[src/hms_pkg.sv]
// Shared constants, types and method decoding for the homing sequencer
package hms_pkg;

  // Object dictionary addresses: index, subindex and size as one word
  localparam logic [31:0] OD_CONTROL = 32'h60400010;
  localparam logic [31:0] OD_STATUS  = 32'h60410010;
  localparam logic [31:0] OD_OPMODE  = 32'h60600008;
  localparam logic [31:0] OD_METHOD  = 32'h60980008;
  localparam logic [31:0] OD_FAST    = 32'h60990120;
  localparam logic [31:0] OD_SLOW    = 32'h60990220;
  localparam logic [31:0] OD_ACCEL   = 32'h609a0020;

  // Reset values of the dictionary objects
  localparam logic [15:0] RST_CONTROL = 16'h0000;
  localparam logic [7:0]  RST_OPMODE  = 8'h00;
  localparam logic [7:0]  RST_METHOD  = 8'h00;
  localparam logic [31:0] RST_FAST    = 32'h0000c350;
  localparam logic [31:0] RST_SLOW    = 32'h00002710;
  localparam logic [31:0] RST_ACCEL   = 32'h000003e8;

  // Limits on speed (rpm) and on acceleration per ramp tick
  localparam int          SPD_W     = 16;
  localparam logic [15:0] SPEED_MAX = 16'h0bb8;
  localparam logic [15:0] ACCEL_MAX = 16'h03e8;
  localparam logic [15:0] ACCEL_MIN = 16'h0001;

  // Control word values and bits, operating mode, status bits
  localparam logic [15:0] CW_HOMING_RUN = 16'h001f;
  localparam int          CW_FAULT_BIT  = 7;
  localparam int          CW_HALT_BIT   = 8;
  localparam logic [7:0]  MODE_HOMING   = 8'h06;
  localparam int          SW_DONE_BIT   = 12;
  localparam int          SW_ERR_BIT    = 13;

  // Ramp tick: one acceleration step per millisecond
  localparam int unsigned CLK_PERIOD_NS     = 20;
  localparam int unsigned RAMP_PERIOD_NS    = 1000000;
  localparam int unsigned RAMP_TICK_CYC_DEF = RAMP_PERIOD_NS / CLK_PERIOD_NS;

  // Positions of the discrete inputs in the synchroniser vector
  localparam int IN_ORG   = 0;
  localparam int IN_NEG   = 1;
  localparam int IN_POS   = 2;
  localparam int IN_IDX   = 3;
  localparam int IN_COUNT = 4;

  // How a method picks its start direction
  typedef enum logic [1:0] {
    START_NEG, START_POS, START_SW_POS, START_SW_NEG
  } hms_start_e;

  // Per-method search description
  typedef struct packed {
    logic       valid;       // Method runs a search at all
    logic       limit_based; // Deceleration point is a travel limit
    hms_start_e start;
    logic       trig_neg;    // Trigger edge is taken moving negative
    logic       trig_rise;   // Trigger edge is inactive to active
    logic       turn_at_lim; // Reverse rather than fail at a limit
  } hms_method_s;

  typedef enum logic [2:0] {
    PH_IDLE, PH_SEARCH, PH_LEAVE, PH_INDEX, PH_STOP
  } hms_phase_e;

  // Writable dictionary objects
  typedef struct packed {
    logic [15:0] control;
    logic [7:0]  opmode;
    logic [7:0]  method;
    logic [31:0] fast;
    logic [31:0] slow;
    logic [31:0] accel;
  } hms_regs_s;

  // Whole state of the sequencer
  typedef struct packed {
    hms_regs_s        regs;
    hms_phase_e       phase;
    hms_method_s      meth;
    logic             prev_run;
    logic             prev_fault;
    logic             dir_neg;   // Commanded direction
    logic             act_neg;   // Direction of the ramped output
    logic [SPD_W-1:0] tgt;
    logic [SPD_W-1:0] spd;
    logic [31:0]      tick;
    logic             done;
    logic             err;
    logic [31:0]      origin;
    logic             origin_valid;
    logic             active;
    logic [31:0]      rdata;
    logic             ack;
    logic             od_err;
  } hms_state_s;

  // Method number to search description; 0, 15 and above do nothing
  function automatic hms_method_s hms_decode_method(input logic [7:0] m);
    hms_method_s r;
    r = '0;
    r.valid = 1'b1;
    r.turn_at_lim = 1'b1;
    case (m)
      8'h01: begin r.limit_based = 1'b1; r.start = START_NEG;
                   r.trig_neg = 1'b1; r.trig_rise = 1'b1; end
      8'h02: begin r.limit_based = 1'b1; r.start = START_POS;
                   r.trig_rise = 1'b1; end
      8'h03: begin r.start = START_SW_POS; r.trig_neg = 1'b1;
                   r.turn_at_lim = 1'b0; end
      8'h04: begin r.start = START_SW_POS; r.trig_rise = 1'b1;
                   r.turn_at_lim = 1'b0; end
      8'h05: begin r.start = START_SW_NEG; r.turn_at_lim = 1'b0; end
      8'h06: begin r.start = START_SW_NEG; r.trig_neg = 1'b1;
                   r.turn_at_lim = 1'b0; end
      8'h07: begin r.start = START_SW_POS; r.trig_neg = 1'b1; end
      8'h08: begin r.start = START_SW_POS; r.trig_rise = 1'b1; end
      8'h09: begin r.start = START_POS; r.trig_neg = 1'b1;
                   r.trig_rise = 1'b1; end
      8'h0a: r.start = START_POS;
      8'h0b: r.start = START_SW_NEG;
      8'h0c: begin r.start = START_SW_NEG; r.trig_neg = 1'b1;
                   r.trig_rise = 1'b1; end
      8'h0d: begin r.start = START_NEG; r.trig_rise = 1'b1; end
      8'h0e: begin r.start = START_NEG; r.trig_neg = 1'b1; end
      default: r = '0;
    endcase
    return r;
  endfunction

endpackage

[src/hms_sequencer.sv]
// Homing method sequencer: dictionary objects, search control, speed ramp
module hms_sequencer
  import hms_pkg::*;
#(
  parameter int unsigned RAMP_TICK_CYC = hms_pkg::RAMP_TICK_CYC_DEF
) (
  // Clock and reset
  input  wire logic                      i_clk,
  input  wire logic                      i_rst,
  // Object dictionary access from the fieldbus process data
  input  wire logic                      i_od_wr,
  input  wire logic                      i_od_rd,
  input  wire logic [31:0]               i_od_addr,
  input  wire logic [31:0]               i_od_wdata,
  output logic      [31:0]               o_od_rdata,
  output logic                           o_od_ack,
  output logic                           o_od_err,
  // Discrete inputs from the machine, asynchronous
  input  wire logic                      i_origin_switch,
  input  wire logic                      i_negative_travel_limit,
  input  wire logic                      i_positive_travel_limit,
  input  wire logic                      i_index,
  // Encoder position, same clock
  input  wire logic [31:0]               i_position,
  // Motion command and results
  output logic      [hms_pkg::SPD_W-1:0] o_speed_cmd,
  output logic                           o_dir_neg,
  output logic                           o_homing_active,
  output logic      [31:0]               o_origin_pos,
  output logic                           o_origin_valid,
  output logic      [15:0]               o_status_word
);

  import hms_pkg::*;

  localparam logic [31:0] TICK_LAST = 32'(RAMP_TICK_CYC - 1);

  hms_state_s q;
  hms_state_s d;

  logic [IN_COUNT-1:0] in_lvl;
  logic [IN_COUNT-1:0] in_rise;
  logic [IN_COUNT-1:0] in_fall;
  logic [IN_COUNT-1:0] pins;

  // Pins are active high; the synchroniser returns levels and edges
  assign pins[IN_ORG] = i_origin_switch;
  assign pins[IN_NEG] = i_negative_travel_limit;
  assign pins[IN_POS] = i_positive_travel_limit;
  assign pins[IN_IDX] = i_index;

  hms_input_sync #(
    .WIDTH (IN_COUNT)
  ) u_sync (
    .i_clk   (i_clk),
    .i_rst   (i_rst),
    .i_pins  (pins),
    .o_level (in_lvl),
    .o_rise  (in_rise),
    .o_fall  (in_fall)
  );

  // Clamp a speed object into the usable range
  function automatic logic [SPD_W-1:0] clamp_speed(input logic [31:0] v);
    if (v > 32'(SPEED_MAX)) begin
      return SPEED_MAX;
    end
    return v[SPD_W-1:0];
  endfunction

  // Step size per ramp tick; zero is raised so motion can still finish
  function automatic logic [SPD_W-1:0] accel_step(input logic [31:0] v);
    if (v > 32'(ACCEL_MAX)) begin
      return ACCEL_MAX;
    end
    if (v[SPD_W-1:0] < ACCEL_MIN) begin
      return ACCEL_MIN;
    end
    return v[SPD_W-1:0];
  endfunction

  // Combinational next state
  always_comb begin
    logic             run;
    logic             run_start;
    logic             fault_rise;
    logic             abort;
    logic             tick_hit;
    logic             lim_ahead;
    logic             sw_edge;
    logic             trig_edge;
    logic             start_neg;
    logic             halt;
    logic [SPD_W-1:0] fast;
    logic [SPD_W-1:0] slow;
    logic [SPD_W-1:0] step;
    logic [SPD_W-1:0] goal;
    hms_method_s      dm;

    d          = q;
    d.ack      = 1'b0;
    d.od_err   = 1'b0;
    fast       = clamp_speed(q.regs.fast);
    slow       = clamp_speed(q.regs.slow);
    step       = accel_step(q.regs.accel);
    halt       = q.regs.control[CW_HALT_BIT];
    run        = (q.regs.control == CW_HOMING_RUN);
    run_start  = run && !q.prev_run;
    fault_rise = q.regs.control[CW_FAULT_BIT] && !q.prev_fault;
    abort      = !run || (q.regs.opmode != MODE_HOMING)
                 || q.regs.control[CW_FAULT_BIT];
    d.prev_run   = run;
    d.prev_fault = q.regs.control[CW_FAULT_BIT];
    lim_ahead  = q.dir_neg ? in_rise[IN_NEG] : in_rise[IN_POS];
    sw_edge    = in_rise[IN_ORG] || in_fall[IN_ORG];
    trig_edge  = q.meth.trig_rise ? in_rise[IN_ORG] : in_fall[IN_ORG];
    dm         = hms_decode_method(q.regs.method);
    start_neg  = 1'b0;
    tick_hit   = (q.tick == TICK_LAST);
    goal       = halt ? '0 : q.tgt;

    // Dictionary writes land one cycle before the sequencer sees them
    if (i_od_wr) begin
      d.ack = 1'b1;
      case (i_od_addr)
        OD_CONTROL: d.regs.control = i_od_wdata[15:0];
        OD_OPMODE:  d.regs.opmode  = i_od_wdata[7:0];
        OD_METHOD:  d.regs.method  = i_od_wdata[7:0];
        OD_FAST:    d.regs.fast    = i_od_wdata;
        OD_SLOW:    d.regs.slow    = i_od_wdata;
        OD_ACCEL:   d.regs.accel   = i_od_wdata;
        default:    d.od_err       = 1'b1;
      endcase
    end else if (i_od_rd) begin
      d.ack   = 1'b1;
      d.rdata = '0;
      case (i_od_addr)
        OD_CONTROL: d.rdata = {16'h0000, q.regs.control};
        OD_STATUS:  d.rdata = {16'h0000, o_status_word};
        OD_OPMODE:  d.rdata = {24'h000000, q.regs.opmode};
        OD_METHOD:  d.rdata = {24'h000000, q.regs.method};
        OD_FAST:    d.rdata = q.regs.fast;
        OD_SLOW:    d.rdata = q.regs.slow;
        OD_ACCEL:   d.rdata = q.regs.accel;
        default:    d.od_err = 1'b1;
      endcase
    end

    // One alarm clear per rising edge of the fault bit; a new error
    // raised later in this process in the same cycle still wins
    if (fault_rise) begin
      d.err = 1'b0;
    end

    // Sequencer phases
    case (q.phase)
      PH_IDLE: begin
        d.tgt = '0;
        // Only a fresh run request in homing mode starts a search
        if (run_start && !abort) begin
          d.meth         = dm;
          d.done         = 1'b0;
          d.err          = 1'b0;
          d.origin_valid = 1'b0;
          case (dm.start)
            START_NEG:    start_neg = 1'b1;
            START_POS:    start_neg = 1'b0;
            START_SW_POS: start_neg = in_lvl[IN_ORG];
            START_SW_NEG: start_neg = !in_lvl[IN_ORG];
            default:      start_neg = 1'b0;
          endcase
          if (dm.valid) begin
            d.active  = 1'b1;
            d.dir_neg = start_neg;
            d.phase   = PH_SEARCH;
            d.tgt     = fast;
            // Already sitting on the limit: back off it slowly
            if (dm.limit_based
                && (start_neg ? in_lvl[IN_NEG] : in_lvl[IN_POS])) begin
              d.dir_neg = !start_neg;
              d.phase   = PH_LEAVE;
              d.tgt     = slow;
            end
          end
        end
      end

      PH_SEARCH: begin
        if (q.meth.limit_based) begin
          // Deceleration point is the limit ahead: slow and reverse
          if (lim_ahead) begin
            d.dir_neg = !q.dir_neg;
            d.tgt     = slow;
            d.phase   = PH_LEAVE;
          end
        end else if ((q.dir_neg == q.meth.trig_neg) && trig_edge) begin
          // Defined edge in the defined direction: slow to the index
          d.tgt   = slow;
          d.phase = PH_INDEX;
        end else if ((q.dir_neg != q.meth.trig_neg) && sw_edge
                     && (in_lvl[IN_ORG] == !q.meth.trig_rise)) begin
          // Wrong way to meet the edge: turn round at low speed
          d.dir_neg = !q.dir_neg;
          d.tgt     = slow;
        end else if (lim_ahead) begin
          if (q.meth.turn_at_lim) begin
            d.dir_neg = !q.dir_neg;
            d.tgt     = slow;
          end else begin
            // These methods never search back past a limit
            d.err   = 1'b1;
            d.phase = PH_STOP;
          end
        end
      end

      PH_LEAVE: begin
        // Limit behind us released: the next index is the origin
        if (q.dir_neg ? in_fall[IN_POS] : in_fall[IN_NEG]) begin
          d.phase = PH_INDEX;
        end else if (lim_ahead) begin
          d.err   = 1'b1;
          d.phase = PH_STOP;
        end
      end

      PH_INDEX: begin
        // First index pulse at low speed fixes the origin
        if (in_rise[IN_IDX]) begin
          d.origin       = i_position;
          d.origin_valid = 1'b1;
          d.done         = 1'b1;
          d.phase        = PH_STOP;
        end else if (lim_ahead) begin
          d.err   = 1'b1;
          d.phase = PH_STOP;
        end
      end

      PH_STOP: begin
        // Wait for the ramp to reach standstill before going idle
        d.tgt = '0;
        if (q.spd == '0) begin
          d.phase  = PH_IDLE;
          d.active = 1'b0;
        end
      end

      default: begin
        d.phase  = PH_IDLE;
        d.active = 1'b0;
      end
    endcase

    // Losing the run value or the mode stops the search, no origin unless the index rises in that same cycle
    if (abort && (q.phase != PH_IDLE) && (q.phase != PH_STOP)) begin
      d.phase = PH_STOP;
    end
    if (d.phase == PH_STOP) begin
      d.tgt = '0;
    end

    // Ramp tick counter; steps are spaced so acceleration is bounded
    d.tick   = tick_hit ? '0 : q.tick + 32'h00000001;

    // Speed ramp: reversals pass through zero at the same rate
    if (tick_hit) begin
      if (q.act_neg != q.dir_neg) begin
        if (q.spd <= step) begin
          d.spd     = '0;
          d.act_neg = q.dir_neg;
        end else begin
          d.spd = q.spd - step;
        end
      end else if (q.spd < goal) begin
        d.spd = ((goal - q.spd) <= step) ? goal : q.spd + step;
      end else if (q.spd > goal) begin
        d.spd = ((q.spd - goal) <= step) ? goal : q.spd - step;
      end
    end
  end

  // State register
  always_ff @(posedge i_clk) begin
    if (i_rst) begin
      q              <= '0;
      q.phase        <= PH_IDLE;
      q.regs.control <= RST_CONTROL;
      q.regs.opmode  <= RST_OPMODE;
      q.regs.method  <= RST_METHOD;
      q.regs.fast    <= RST_FAST;
      q.regs.slow    <= RST_SLOW;
      q.regs.accel   <= RST_ACCEL;
    end else begin
      q <= d;
    end
  end

  // Outputs come from the state register
  assign o_od_rdata      = q.rdata;
  assign o_od_ack        = q.ack;
  assign o_od_err        = q.od_err;
  assign o_speed_cmd     = q.spd;
  assign o_dir_neg       = q.act_neg;
  assign o_homing_active = q.active;
  assign o_origin_pos    = q.origin;
  assign o_origin_valid  = q.origin_valid;

  // Only the homing bits are owned here; other status bits read zero
  always_comb begin
    o_status_word              = 16'h0000;
    o_status_word[SW_DONE_BIT] = q.done;
    o_status_word[SW_ERR_BIT]  = q.err;
  end

endmodule // hms_sequencer

[src/hms_input_sync.sv]
// Two-flop synchroniser with edge detection for the discrete inputs
module hms_input_sync #(
  parameter int WIDTH = 4
) (
  // Clock and reset
  input  wire logic             i_clk,
  input  wire logic             i_rst,
  // Raw pins and conditioned outputs
  input  wire logic [WIDTH-1:0] i_pins,
  output logic      [WIDTH-1:0] o_level,
  output logic      [WIDTH-1:0] o_rise,
  output logic      [WIDTH-1:0] o_fall
);

  typedef struct packed {
    logic [WIDTH-1:0] s1;
    logic [WIDTH-1:0] s2;
    logic [WIDTH-1:0] s3;
  } hms_sync_s;

  hms_sync_s q;
  hms_sync_s d;

  // Stage one feeds only stage two; edges compare stages two and three
  always_comb begin
    d    = q;
    d.s1 = i_pins;
    d.s2 = q.s1;
    d.s3 = q.s2;
  end

  always_ff @(posedge i_clk) begin
    if (i_rst) begin
      q <= '0;
    end else begin
      q <= d;
    end
  end

  // Both directions of change are reported, one cycle each
  assign o_level = q.s2;
  assign o_rise  = q.s2 & ~q.s3;
  assign o_fall  = ~q.s2 & q.s3;

endmodule // hms_input_sync

[config.mk]
export PLATFORM = sky130hd
export DESIGN_NAME = hms_sequencer
export DESIGN_NICKNAME = d
export VERILOG_FILES = /design/src/hms_pkg.sv /design/src/hms_sequencer.sv /design/src/hms_input_sync.sv
export SDC_FILE = /design/constraint.sdc
export NUM_CORES = 1
export LEC_CHECK = 0
export BUFFER_PORTS_ARGS = -buffer_cell sky130_fd_sc_hd__buf_2
export CORE_MARGIN = 8
export CORE_UTILIZATION = 46
export DETAILED_ROUTE_END_ITERATION = 8
export GPL_TIMING_DRIVEN = 0
export PLACE_DENSITY_LB_ADDON = 0.1
export SLEW_MARGIN = 20
export SYNTH_ARGS = -nofsm -noshare
export SYNTH_HDL_FRONTEND = slang
export SYNTH_HIERARCHICAL = 1
export SYNTH_SLANG_ARGS = --single-unit
[constraint.sdc]
create_clock -name i_clk -period 5.4 [get_ports i_clk]
set_input_delay 0.54 -clock i_clk [delete_from_list [all_inputs] [get_ports i_clk]]
set_output_delay 0.54 -clock i_clk [all_outputs]
set_load 0.02 [all_outputs]
# After elaboration in Yosys (flattened, before gate mapping)

Cells that the tools add are included.

Word-level logic and storage cells: 246
Input bits: 104
Output and inout port bits: 101
Bits in registers: 288

Multiplexer cells: 92
Equal/unequal tests: 47
Magnitude comparators: 9
Add/subtract/negate cells: 5
Reductions and logical operators: 56
Bitwise operators: 6

Operators by type and width:

| kind                  | count |
|---|---|
| $mux 16               | 24 |
| $eq 32x31->1 const B  | 7 |
| $pmux 32 s7           | 1 |
| $gt 32x12->1 const B  | 2 |
| $eq 8x4->1 const B    | 7 |
| $le 16x16->1          | 3 |
| $pmux 16 s3           | 1 |
| $sub 16x16->16        | 3 |
| $mux 1                | 40 |
| $mux 3                | 12 |
| $add 32x1->32 const B | 1 |
| $eq 32x16->1 const B  | 1 |
| $eq 8x3->1 const B    | 4 |
| $gt 32x10->1 const B  | 1 |
| $reduce_or 7->1       | 3 |
| $reduce_and 2->1      | 10 |
| $add 16x16->16        | 1 |
| $eq 16x5->1 const B   | 1 |
| $eq 8x2->1 const B    | 2 |
| $gt 16x16->1          | 1 |
| $logic_not 16->1      | 1 |
| $lt 16x1->1 const B   | 1 |
| $lt 16x16->1          | 1 |
| $pmux 3 s5            | 1 |
| other kinds (40)      | 86 |

# Longest topological paths before layout

Gate-level depths: netlist of run 1.

Depth in word-level cells: 17
Gate-level depth with buffers: 27
Gate-level depth less buffers: 24

# Cells and area by module

The synthesis of run 1 kept the hierarchy.

By module, submodules not included:

| module         | seq. area each (um2) | times used | cells each | area each (um2) |
|---|---|---|---|---|
| hms_sequencer  | 5,445.2              | 1          | 2,181      | 16,950.0 |
| hms_input_sync | 240.2                | 1          | 37         | 446.7 |

# Worst setup path after synthesis of run 1

No wires, ideal clock.

Path kind: reg2reg
Start point: reg q[268] in the netlist's numbering
End point: reg q (netlist bit o_speed_cmd[15])
Data arrival time: 4.744 ns
Setup slack: 0.569 ns
Cell stages (with the launch flop): 26
Period minus slack after synthesis: 4.831 ns
Setup time: 0.087 ns
Cell sequence: dfxtp_1 -> clkbuf_1 -> clkbuf_1 -> nand2b_1 -> inv_1 -> ha_1 -> nor2b_1 -> o21a_1 -> o21ai_0 -> nor2b_1 -> o21ai_0 -> a21o_1 -> a21o_1 -> a21oi_1 -> xnor2_1 -> ha_1 -> nand2_1 -> nor4_1 -> o21ai_0 -> a31oi_1 -> nand2_1 -> buf_2 -> or3_1 -> a21oi_1 -> nor2_1 -> o31ai_1

Cells in the longest elaborated chain, start to end: 7

RTL lines:

| element         | RTL line             | source |
|---|---|---|
| start, declared | hms_sequencer.sv:38  | `hms_state_s q;` |
| $mux 16 *       | hms_sequencer.sv:120 | `goal = halt ? '0 : q.tgt;` |
| $sub 16x16->16  | hms_sequencer.sv:278 | `d.spd = ((q.spd - goal) <= step) ? goal : q.spd - step;` |
| $le 16x16->1    | hms_sequencer.sv:278 |  |
| $mux 16         | hms_sequencer.sv:278 |  |
| $mux 16         | hms_sequencer.sv:277 | `end else if (q.spd > goal) begin` |
| $mux 16         | hms_sequencer.sv:275 | `end else if (q.spd < goal) begin` |
| $mux 16         | hms_sequencer.sv:268 | `if (q.act_neg != q.dir_neg) begin` |

Mark *: on every way between the ends. The rest lies on a longest branch, timed or not. The select of a mux whose other input is x is not followed.
A chain may end at the register's enable or synchronous reset.

# Worst setup path in the final report of run 1

Start point: reg q[176] in the netlist's numbering
End point: reg q (netlist bit o_speed_cmd[6])

Cells in the longest elaborated chain, start to end: 8

RTL lines:

| element                                        | RTL line                                   | source |
|---|---|---|
| $gt 32x10->1 *                                 | hms_sequencer.sv:73                        | `if (v > 32'(ACCEL_MAX)) begin` |
| $mux 1 *                                       | hms_sequencer.sv:73                        |  |
| $mux 16 *                                      | hms_sequencer.sv:76                        | `if (v[SPD_W-1:0] < ACCEL_MIN) begin` |
| $sub 16x16->16 or $le 16x16->1 (tied branches) | hms_sequencer.sv:273, hms_sequencer.sv:278 |  |
| $mux 16                                        | hms_sequencer.sv:278                       |  |
| $mux 16                                        | hms_sequencer.sv:277                       |  |
| $mux 16                                        | hms_sequencer.sv:275                       |  |
| $mux 16 *                                      | hms_sequencer.sv:268                       |  |

Marked as above.

==> results of run 1 <==
what timing repair did:
item | in CTS | in global routing
endpoints found under the setup margin | 16 | 16
resized for setup | 17 | 24
endpoints found under the hold margin | 0 | 0
pin swaps | 3 | 7
buffers inserted | 5 | 1
metrics by stage:
step / setup slack (ns) / cells
2_1_floorplan: 0.569 / 2252
3_3_place_gp: -0.863 / 2952
3_5_place_dp: -0.805 / 2953
4_1_cts: 0.0154 / 3016
5_1_grt: 0.00339 / 3016
6_report: 0.250 / 3016
registers in the layout (all words and copies together) (netlist names):
signal	cells
o_speed_cmd	16
o_dir_neg	1
o_status_word	2
d	1
o_origin_pos	32
o_od_rdata	32
u_sync/d	4
q	185
u_sync/o_level	4
o_od_err	1
o_homing_active	1
u_sync/q	4
o_od_ack	1
cell type report:
| class | instances | area (µm²) | area share [%] |
|---|---|---|---|
| Buffer | 226 | 1320 | 6.48 |
| Clock buffer | 49 | 998 | 4.89 |
| Clock inverter | 10 | 103 | 0.503 |
| Inverter | 74 | 278 | 1.36 |
| Multi-Input combinational cell | 1666 | 10400 | 50.8 |
| Sequential cell | 284 | 5690 | 27.9 |
| Tap cell | 511 | 639 | 3.13 |
| Timing Repair Buffer | 196 | 998 | 4.89 |
routing by layer:
| layer | routed length [µm] | GRT usage, % | vias up |
|---|---|---|---|
| met4 | 2370 | 10.6 | 0 |
| met5 | 0 | 0 | - |
| li1 | - | - | 8249 |
| met2 | 28200 | 43.3 | 682 |
| met3 | 4210 | 3.68 | 120 |
| met1 | 24700 | 32.9 | 8111 |
report_power, final:
group	switching [W]	internal (W)
combinational	0.000124	0.0000651
sequential	0.00000378	0.00210
clock	0.000948	0.00130
total	0.00108	0.00347
worst max-delay path, stage by stage, from the launching register on:
cell and delay, ns:
dfxtp_1 0.33, nor4_1 0.44, nand4_1 0.37, or2_2 0.41, nor2_1 0.26, nor2b_2 0.31
ha_1 0.22, inv_1 0.06, fa_1 0.39, a21oi_1 0.20, o21bai_1 0.25, a2111o_1 0.48
a31oi_1 0.35, nor2_1 0.22, buf_2 0.29, a211oi_2 0.30, a211oi_1 0.08
final timing paths:
kind	startpoint	endpoint	slack (ns)	cells after the start
setup / recovery	q[176]$_SDFFE_PP0P_	o_speed_cmd[6]$_SDFFE_PP0P_	0.25	16
hold / removal	i_index	u_sync/d[7]$_SDFF_PP0_	0.23	2
setup reg to reg	q[176]$_SDFFE_PP0P_	o_speed_cmd[6]$_SDFFE_PP0P_	0.25	16
hold reg to reg	u_sync/d[5]$_SDFF_PP0_	u_sync/o_level[1]$_SDFF_PP0_	0.44	1
==> out/qor.txt, run 1 <==
leading cell type in the layout, fill and taps excluded: nand2_1
fin crit share: 95.4%
global route overflow: 0
Worst-path clk slew: 0.06 ns
Antenna Violating Nets Remaining: 0
root buf cell: clkbuf_16
clk sink count: 284
WL final: 59500 µm
Worst Clk Skew: 0.0254 ns
DR iter-0 viols: 1580
Vias/cell: 5.69
CTS max path bufs: 3
TritonCTS clock tree: yes
max_cap viols: 0
crit path kind: reg -> reg
share of layout cells above drive strength 1: 19.3%
P per Cell Area: 223 nW/µm²
Worst Path Arrival: 5.52 ns
final core occ: 54.5%
DR WL/cell: 19.7 µm
critical path endpoint category: flop
crit path time final: 5.15 ns
Final Instance Area: 20400 µm²
Initial Utilization: 46.5%
total power: 0.00455 W
Worst slew margin: 26.1%
vias in the first global route: 16400
setup violators final: 0
Layout Nets: 2687
Die Height: 210 µm
vias: 17200
Required @ worst endpoint: 5.77 ns
initial antenna violation count: 0
clock latency on the worst-skew pair: 0.55 ns
Top Ports: 205
Max Transition Viols Final: 0
DRC viols: 0
first-pass GRT wire length: 91700 µm
Max Clk Rate: 194 MHz
fillcell total: 3688
# H-tree levels: 2
Pre-antenna DRT Iters: 7
syn avg cell area: 7.84 µm²
# rows: 71
Fin. Hold Viols: 0
gr usage total: 25.8%
Hold Slack: 0.232 ns
outcome: finished clean
Yosys Warn Count: 6
CORE AREA: 37400 µm²
Antenna Cells: 0
hold buffers post-CTS: 0
placed wire-length estimate: 45900 µm
Placer Congestion: 0.960
largest net degree at the start of global routing: 13
Leakage: 8.64 nW
synthesized area: 17400 µm²
RSZ-0062 raised after global routing: no
Max VDD drop: 0.217 mV
DP Area: 19100 µm²
Syn-to-layout area delta: 17.4%
Cells after Synth: 2216
Worst Path Max Fanout: 10
die area: 44300 µm²
commonest cells after routing, fill and taps aside: 428 x nand2_1, 282 x dfxtp_1, 229 x a21oi_1
Horiz. Die Dim: 210 µm
PortBufs: 189
setup_tns: 0 ns
actual slew at the worst max-slew pin: 1.11 ns
Worst Setup Start Kind: flop
Worst Hold Class: in -> reg
total CTS buffers: 35
(Power assumes the default switching activity.)
==> run 2: changes to the inputs <==
Settings changed: CORE_UTILIZATION 46 to 60.
Clock period 5.4 ns to 5.1 ns, I/O delays scaled along.
==> run 2 against run 1 <==
  * Final area about the same
  * Global-route usage is 5.9 points higher
  * Non-clock buffer count increased by 11
  * Core utilization rose by 17 points
  * Die area is 22% lower
  * Sequential power rose by 6%
  * Power up 3.1%
==> out/qor.txt, run 2 (synthesis gave the netlist of run 1 again) <==
P per Cell Area: 230 nW/µm² (was 223 nW/µm²)
crit path time final: 4.97 ns (was 5.15 ns)
initial antenna violation count: 1 (was 0)
Pre-antenna DRT Iters: 8 (was 7)
Worst Clk Skew: 0.0616 ns (was 0.0254 ns)
die area: 34700 µm² (was 44300 µm²)
Fin. Hold Viols: 0 (unchanged)
CP max-delay cell: a221oi_2 (was a2111o_1)
Leakage: 8.68 nW (was 8.64 nW)
largest net degree at the start of global routing: 18 (was 13)
TritonCTS clock tree: yes (unchanged)
critical path endpoint category: flop (unchanged)
outcome: finished clean (unchanged)
worst reg2reg setup slack: 0.13 ns (was 0.25 ns)
Worst-path clk slew: 0.06 ns (about the same)
DR WL/cell: 19.8 µm (was 19.7 µm)
Syn-to-layout area delta: 17.3% (was 17.4%)
pre-CTS setup slack: -1.25 ns (was -0.805 ns)
global route overflow: 0 (unchanged)
CTS max path bufs: 3 (unchanged)
Horiz. Die Dim: 186 µm (was 210 µm)
Hold Slack: 0.146 ns (was 0.232 ns)
gr usage total: 31.7% (was 25.8%)
vias in the first global route: 16600 (was 16400)
Worst Path Arrival: 5.36 ns (was 5.52 ns)
placed wire-length estimate: 43500 µm (was 45900 µm)
total CTS buffers: 30 (was 35)
first-pass GRT wire length: 88200 µm (was 91700 µm)
total power: 0.00469 W (was 0.00455 W)
CORE AREA: 28600 µm² (was 37400 µm²)
Max Transition Viols Final: 0 (unchanged)
root buf cell: clkbuf_16 (unchanged)
Required @ worst endpoint: 5.50 ns (was 5.77 ns)
clk sink count: 284 (unchanged)
Vias/cell: 6.05 (was 5.69)
placed cells: 2826 (was 2953)
Placer Congestion: 1.02 (was 0.960)
Initial Utilization: 60.7% (was 46.5%)
Most flops, register: q (unchanged)
crit-path cells: clkbuf_8 -> nand2b_2 -> inv_2 -> ha_1 -> buf_4 -> a211oi_2 -> nor2_2 -> o41ai_4 -> nor2_1 -> o21ai_0 -> nand2b_1 -> buf_4 -> xor2_1 -> ha_1 -> nand4_1 -> nor4_2 -> o2bb2ai_1 -> a31oi_2 -> nor2b_1 -> buf_6 -> a221oi_2 -> o22ai_2 -> a221oi_2 -> a211oi_2 (was nor4_1 -> nand4_1 -> or2_2 -> nor2_1 -> nor2b_2 -> ha_1 -> inv_1 -> fa_1 -> a21oi_1 -> o21bai_1 -> a2111o_1 -> a31oi_1 -> nor2_1 -> buf_2 -> a211oi_2 -> a211oi_1)
Max VDD drop: 0.275 mV (was 0.217 mV)
Worst Path Max Fanout: 10 (unchanged)
worst setup margin: 0.131 ns (was 0.250 ns)
DRC viols: 0 (unchanged)
leading cell type in the layout, fill and taps excluded: nand2_1 (unchanged)
Final Non-Filler Cells: 2898 (was 3016)
actual slew at the worst max-slew pin: 1.01 ns (was 1.11 ns)
crit path kind: reg -> reg (unchanged)
PortBufs: 189 (unchanged)
# H-tree levels: 1 (was 2)
share of layout cells above drive strength 1: 20.1% (was 19.3%)
Worst Setup Start Kind: flop (unchanged)
vias: 17500 (was 17200)
Max Clk Rate: 201 MHz (was 194 MHz)
Worst slew margin: 31.8% (was 26.1%)
Antenna Violating Nets Remaining: 0 (unchanged)
commonest cells after routing, fill and taps aside: 428 x nand2_1, 282 x dfxtp_1, 226 x a21oi_1 (was 428 x nand2_1, 282 x dfxtp_1, 229 x a21oi_1)
Layout Nets: 2693 (was 2687)
CP max stage delay: 0.41 ns (was 0.48 ns)
clock latency on the worst-skew pair: 0.60 ns (was 0.55 ns)
max_cap viols: 0 (unchanged)
WL final: 57400 µm (was 59500 µm)
Worst Hold Class: in -> reg (unchanged)
DR iter-0 viols: 2025 (was 1580)
fin crit share: 97.4% (was 95.4%)
# rows: 62 (was 71)
hold buffers post-CTS: 0 (unchanged)
number of flip-flops in the largest register: 185 (unchanged)
Die Height: 186 µm (was 210 µm)
setup violators final: 0 (unchanged)
Top Ports: 205 (unchanged)
==> run 2: layout make-up <==
class	instances	area, µm²
fill	2344	8240
inverter	74	278
clock buffer	46	871
clock inverter	10	156
antenna	1	2.50
sequential	284	5690
timing repair buffer	208	1090
multi-input combinational	1666	10500
tap	384	480
buffer	225	1340
==> run 2: timing repair <==
item	in CTS	in global routing
resized for setup	41	31
setup buffers	2	16
pin swaps	7	22
endpoints found under the setup margin	16	16
==> run 2: power breakdown <==
| group | internal [W] | switching, W |
|---|---|---|
| Clock | 0.00133 | 0.000925 |
| Combinational | 0.0000702 | 0.000133 |
| Sequential | 0.00222 | 0.00000390 |
==> run 2: worst paths after layout <==
path / cells past startpoint / from / endpoint
setup / recovery: 24 / q[268]$_SDFFE_PP0P_ / o_speed_cmd[10]$_SDFFE_PP0P_
hold reg to reg: 1 / u_sync/d[5]$_SDFF_PP0_ / u_sync/o_level[1]$_SDFF_PP0_
hold / removal: 3 / i_position[17] / o_origin_pos[17]$_SDFFE_PP0P_
setup reg to reg: 24 / q[268]$_SDFFE_PP0P_ / o_speed_cmd[10]$_SDFFE_PP0P_
==> run 2: worst max-delay path: cells and delay by family (launching register included) <==
family,cells,cell delay (ns)
AO/OA/AOI/OAI,9,1.77
adder cells (fa/ha/maj),2,0.54
flip-flops,1,0.37
buffers and inverters,5,0.71
XOR/XNOR,1,0.14
AND/OR/NAND/NOR,7,1.22
==> run 2: metal layers <==
metal	GRT usage, %	vias up	share of wire, %
li1	-	8270	-
met1	39.0	8227	39
met2	53.6	876	48
met3	4.84	171	7.9
met4	15.6	0	4.8
met5	0	-	0
==> run 2: metrics by stage <==
| step | utilization [%] | TNS (ns) | cell area (µm²) |
|---|---|---|---|
| after global placement | 66.2 | -13.85 | 18900 |
| after CTS | 70.4 | 0 | 20100 |
| after global routing | 71.2 | -0.296 | 20400 |
| after floorplan | - | 0 | 17500 |
| final | 71.2 | 0 | 20400 |
| after detailed placement | 66.2 | -15.77 | 19000 |
==> run 3: changes to the inputs <==
Settings changed: ABC_AREA set to 1.
==> run 3 against run 2 <==
  * Via count up 8.5%
  * Largest power group unchanged
  * Core utilization down 1.9 points
  * Register-to-register slack better by 0.22 ns
  * Wire length up 1.8%
  * Highest routed layer unchanged
  * Flip-flop and latch count unchanged
  * First-iteration DRC count down 16%
  * Clock skew down 0.042 ns
  * Synthesized area up 5.7%
  * Clock power up 5%
  * Power up 3.0%
  * Setup slack better by 0.22 ns
==> out/qor.txt, run 3 <==
Initial Utilization: 60.5% (was 60.7%)
CTS max path bufs: 3 (unchanged)
initial antenna violation count: 0 (was 1)
Horiz. Die Dim: 191 µm (was 186 µm)
largest net degree at the start of global routing: 17 (was 18)
Worst-path clk slew: 0.07 ns (was 0.06 ns)
PortBufs: 190 (was 189)
Most flops, register: q (unchanged)
Worst Clk Skew: 0.0196 ns (was 0.0616 ns)
Die Height: 191 µm (was 186 µm)
WL final: 58400 µm (was 57400 µm)
fin crit share: 93.2% (was 97.4%)
die area: 36500 µm² (was 34700 µm²)
commonest cells after routing, fill and taps aside: 507 x nand2_1, 326 x inv_1, 325 x nor2_1 (was 428 x nand2_1, 282 x dfxtp_1, 226 x a21oi_1)
Worst Path Arrival: 5.26 ns (was 5.36 ns)
CORE AREA: 30300 µm² (was 28600 µm²)
global route overflow: 0 (unchanged)
synthesized area: 18400 µm² (was 17400 µm²)
vias in the first global route: 18300 (was 16600)
Worst Setup Start Kind: flop (unchanged)
Max VDD drop: 0.276 mV (was 0.275 mV)
Yosys Warn Count: 6 (unchanged)
Leakage: 10.4 nW (was 8.68 nW)
register area: 5690 µm² (about the same)
Required @ worst endpoint: 5.60 ns (was 5.50 ns)
# H-tree levels: 1 (unchanged)
Layout Nets: 3180 (was 2693)
DRC viols: 0 (unchanged)
total CTS buffers: 31 (was 30)
DR iter-0 viols: 1696 (was 2025)
Max Clk Rate: 210 MHz (was 201 MHz)
crit path kind: reg -> reg (unchanged)
CP bufs+invs: 6 (was 5)
Hold Slack: 0.137 ns (was 0.146 ns)
Placer Congestion: 1.01 (was 1.02)
actual slew at the worst max-slew pin: 0.870 ns (was 1.01 ns)
placed wire-length estimate: 45800 µm (was 43500 µm)
Cells after Synth: 2717 (was 2216)
setup_tns: 0 ns (unchanged)
met1 wire length: 24600 µm (was 22500 µm)
met3 WL: 5270 µm (was 4550 µm)
Antenna Cells: 0 (was 1)
DR WL/cell: 17.2 µm (was 19.8 µm)
setup violators final: 0 (unchanged)
syn avg cell area: 6.76 µm² (was 7.84 µm²)
crit path time final: 4.75 ns (was 4.97 ns)
gr usage total: 30.9% (was 31.7%)
met2 routed WL: 26200 µm (was 27500 µm)
Worst Path Max Fanout: 10 (unchanged)
first-pass GRT wire length: 92600 µm (was 88200 µm)
Top Ports: 205 (unchanged)
Max Transition Viols Final: 0 (unchanged)
crit-path cells: clkbuf_1 -> clkbuf_2 -> nor2_1 -> ha_1 -> clkbuf_2 -> a21oi_1 -> a21boi_0 -> o21ai_0 -> a221oi_1 -> xor2_1 -> inv_1 -> ha_1 -> nand2_1 -> nor4_1 -> nand2_1 -> nand2_1 -> nand2_2 -> inv_1 -> buf_2 -> nand2_1 -> o211ai_1 -> nand3_1 -> a21oi_1 (was clkbuf_8 -> nand2b_2 -> inv_2 -> ha_1 -> buf_4 -> a211oi_2 -> nor2_2 -> o41ai_4 -> nor2_1 -> o21ai_0 -> nand2b_1 -> buf_4 -> xor2_1 -> ha_1 -> nand4_1 -> nor4_2 -> o2bb2ai_1 -> a31oi_2 -> nor2b_1 -> buf_6 -> a221oi_2 -> o22ai_2 -> a221oi_2 -> a211oi_2)
Worst Hold Class: in -> reg (unchanged)
Syn-to-layout area delta: 14.4% (was 17.3%)
Vias/cell: 5.61 (was 6.05)
hold buffers post-CTS: 0 (unchanged)
family with the most delay on the worst path: simple AND/OR/NAND/NOR gates (was compound AO/OA/AOI/OAI gates)
Antenna Violating Nets Remaining: 0 (unchanged)
Pre-antenna DRT Iters: 8 (unchanged)
RSZ-0062 raised after global routing: no
leading cell type in the layout, fill and taps excluded: nand2_1 (unchanged)
outcome: finished clean (unchanged)
share of layout cells above drive strength 1: 15.8% (was 20.1%)
TritonCTS clock tree: yes (unchanged)
root buf cell: clkbuf_16 (unchanged)
CP max-delay cell: nor4_1 (was a221oi_2)
critical path endpoint category: flop (unchanged)
CP max stage delay: 0.43 ns (was 0.41 ns)
clock latency on the worst-skew pair: 0.59 ns (was 0.60 ns)
Top Layer Used: met4 (unchanged)
vias: 19000 (was 17500)
max_cap viols: 0 (unchanged)
Worst slew margin: 41.5% (was 31.8%)
Crit path top cell by count: nand2_1
number of flip-flops in the largest register: 185 (unchanged)
clk sink count: 284 (unchanged)
fillcell total: 2727 (was 2344)
P per Cell Area: 230 nW/µm² (about the same)
# rows: 64 (was 62)
multi-input logic area: 10300 µm² (was 10500 µm²)
Fin. Hold Viols: 0 (unchanged)
run 3: path summary, 6_finish.rpt:
check	start	end	slack [ns]	cells past startpoint
worst max-delay path	q[268]$_SDFFE_PP0P_	o_speed_cmd[9]$_SDFFE_PP0P_	0.35	23
worst min-delay path	i_positive_travel_limit	u_sync/d[6]$_SDFF_PP0_	0.14	3
worst max register to register	q[268]$_SDFFE_PP0P_	o_speed_cmd[9]$_SDFFE_PP0P_	0.35	23
worst min register to register	u_sync/d[7]$_SDFF_PP0_	u_sync/o_level[3]$_SDFF_PP0_	0.40	2
run 3: repair_timing:
action,4_1_cts,5_1_grt
setup endpoints to repair,1,16
buffers inserted,0,0
gates resized for setup,1,11
run 3: worst min-delay path: stages:
cell and delay (ns):
buf_2 0.08, inv_1 0.03, nor2_1 0.06
run 3: layer usage:
layer  up-vias  global-route usage, %
li1       9255                      -
met3       160                   5.45
met5         -                      0
met1      8698                   40.4
met2       925                   50.1
met4         0                   12.2
run 3: layout make-up:
| class | instances | area share [%] |
|---|---|---|
| inverter | 338 | 6.03 |
| timing repair buffer | 190 | 4.52 |
| tap | 396 | 2.36 |
| sequential | 284 | 27.0 |
| multi-input combinational | 1920 | 48.8 |
| clock buffer | 37 | 3.89 |
| buffer | 211 | 6.22 |
| clock inverter | 18 | 1.16 |
run 3: where the power goes:
group	internal (W)	switching (W)	total (W)	leakage [nW]
registers	0.00222	0.00000315	0.00223	2.29
logic	0.0000734	0.000163	0.000236	7.57
clock network	0.00136	0.00100	0.00237	0.491
run 3: metrics by stage:
step / setup slack (ns) / instances / util (%) / instance area (µm²) / total power (W)
after CTS: 0.108 / 3394 / 69.3 / 21000 / 0.00483
after detailed placement: 0.0399 / 3339 / 65.8 / 20000 / 0.00251
after floorplan: 1.25 / 2753 / - / 18500 / 0.00240
after global routing: 0.0431 / 3394 / 69.3 / 21000 / 0.00495
final: 0.349 / 3394 / 69.3 / 21000 / 0.00483
after global placement: 0.192 / 3339 / 65.8 / 20000 / 0.00250
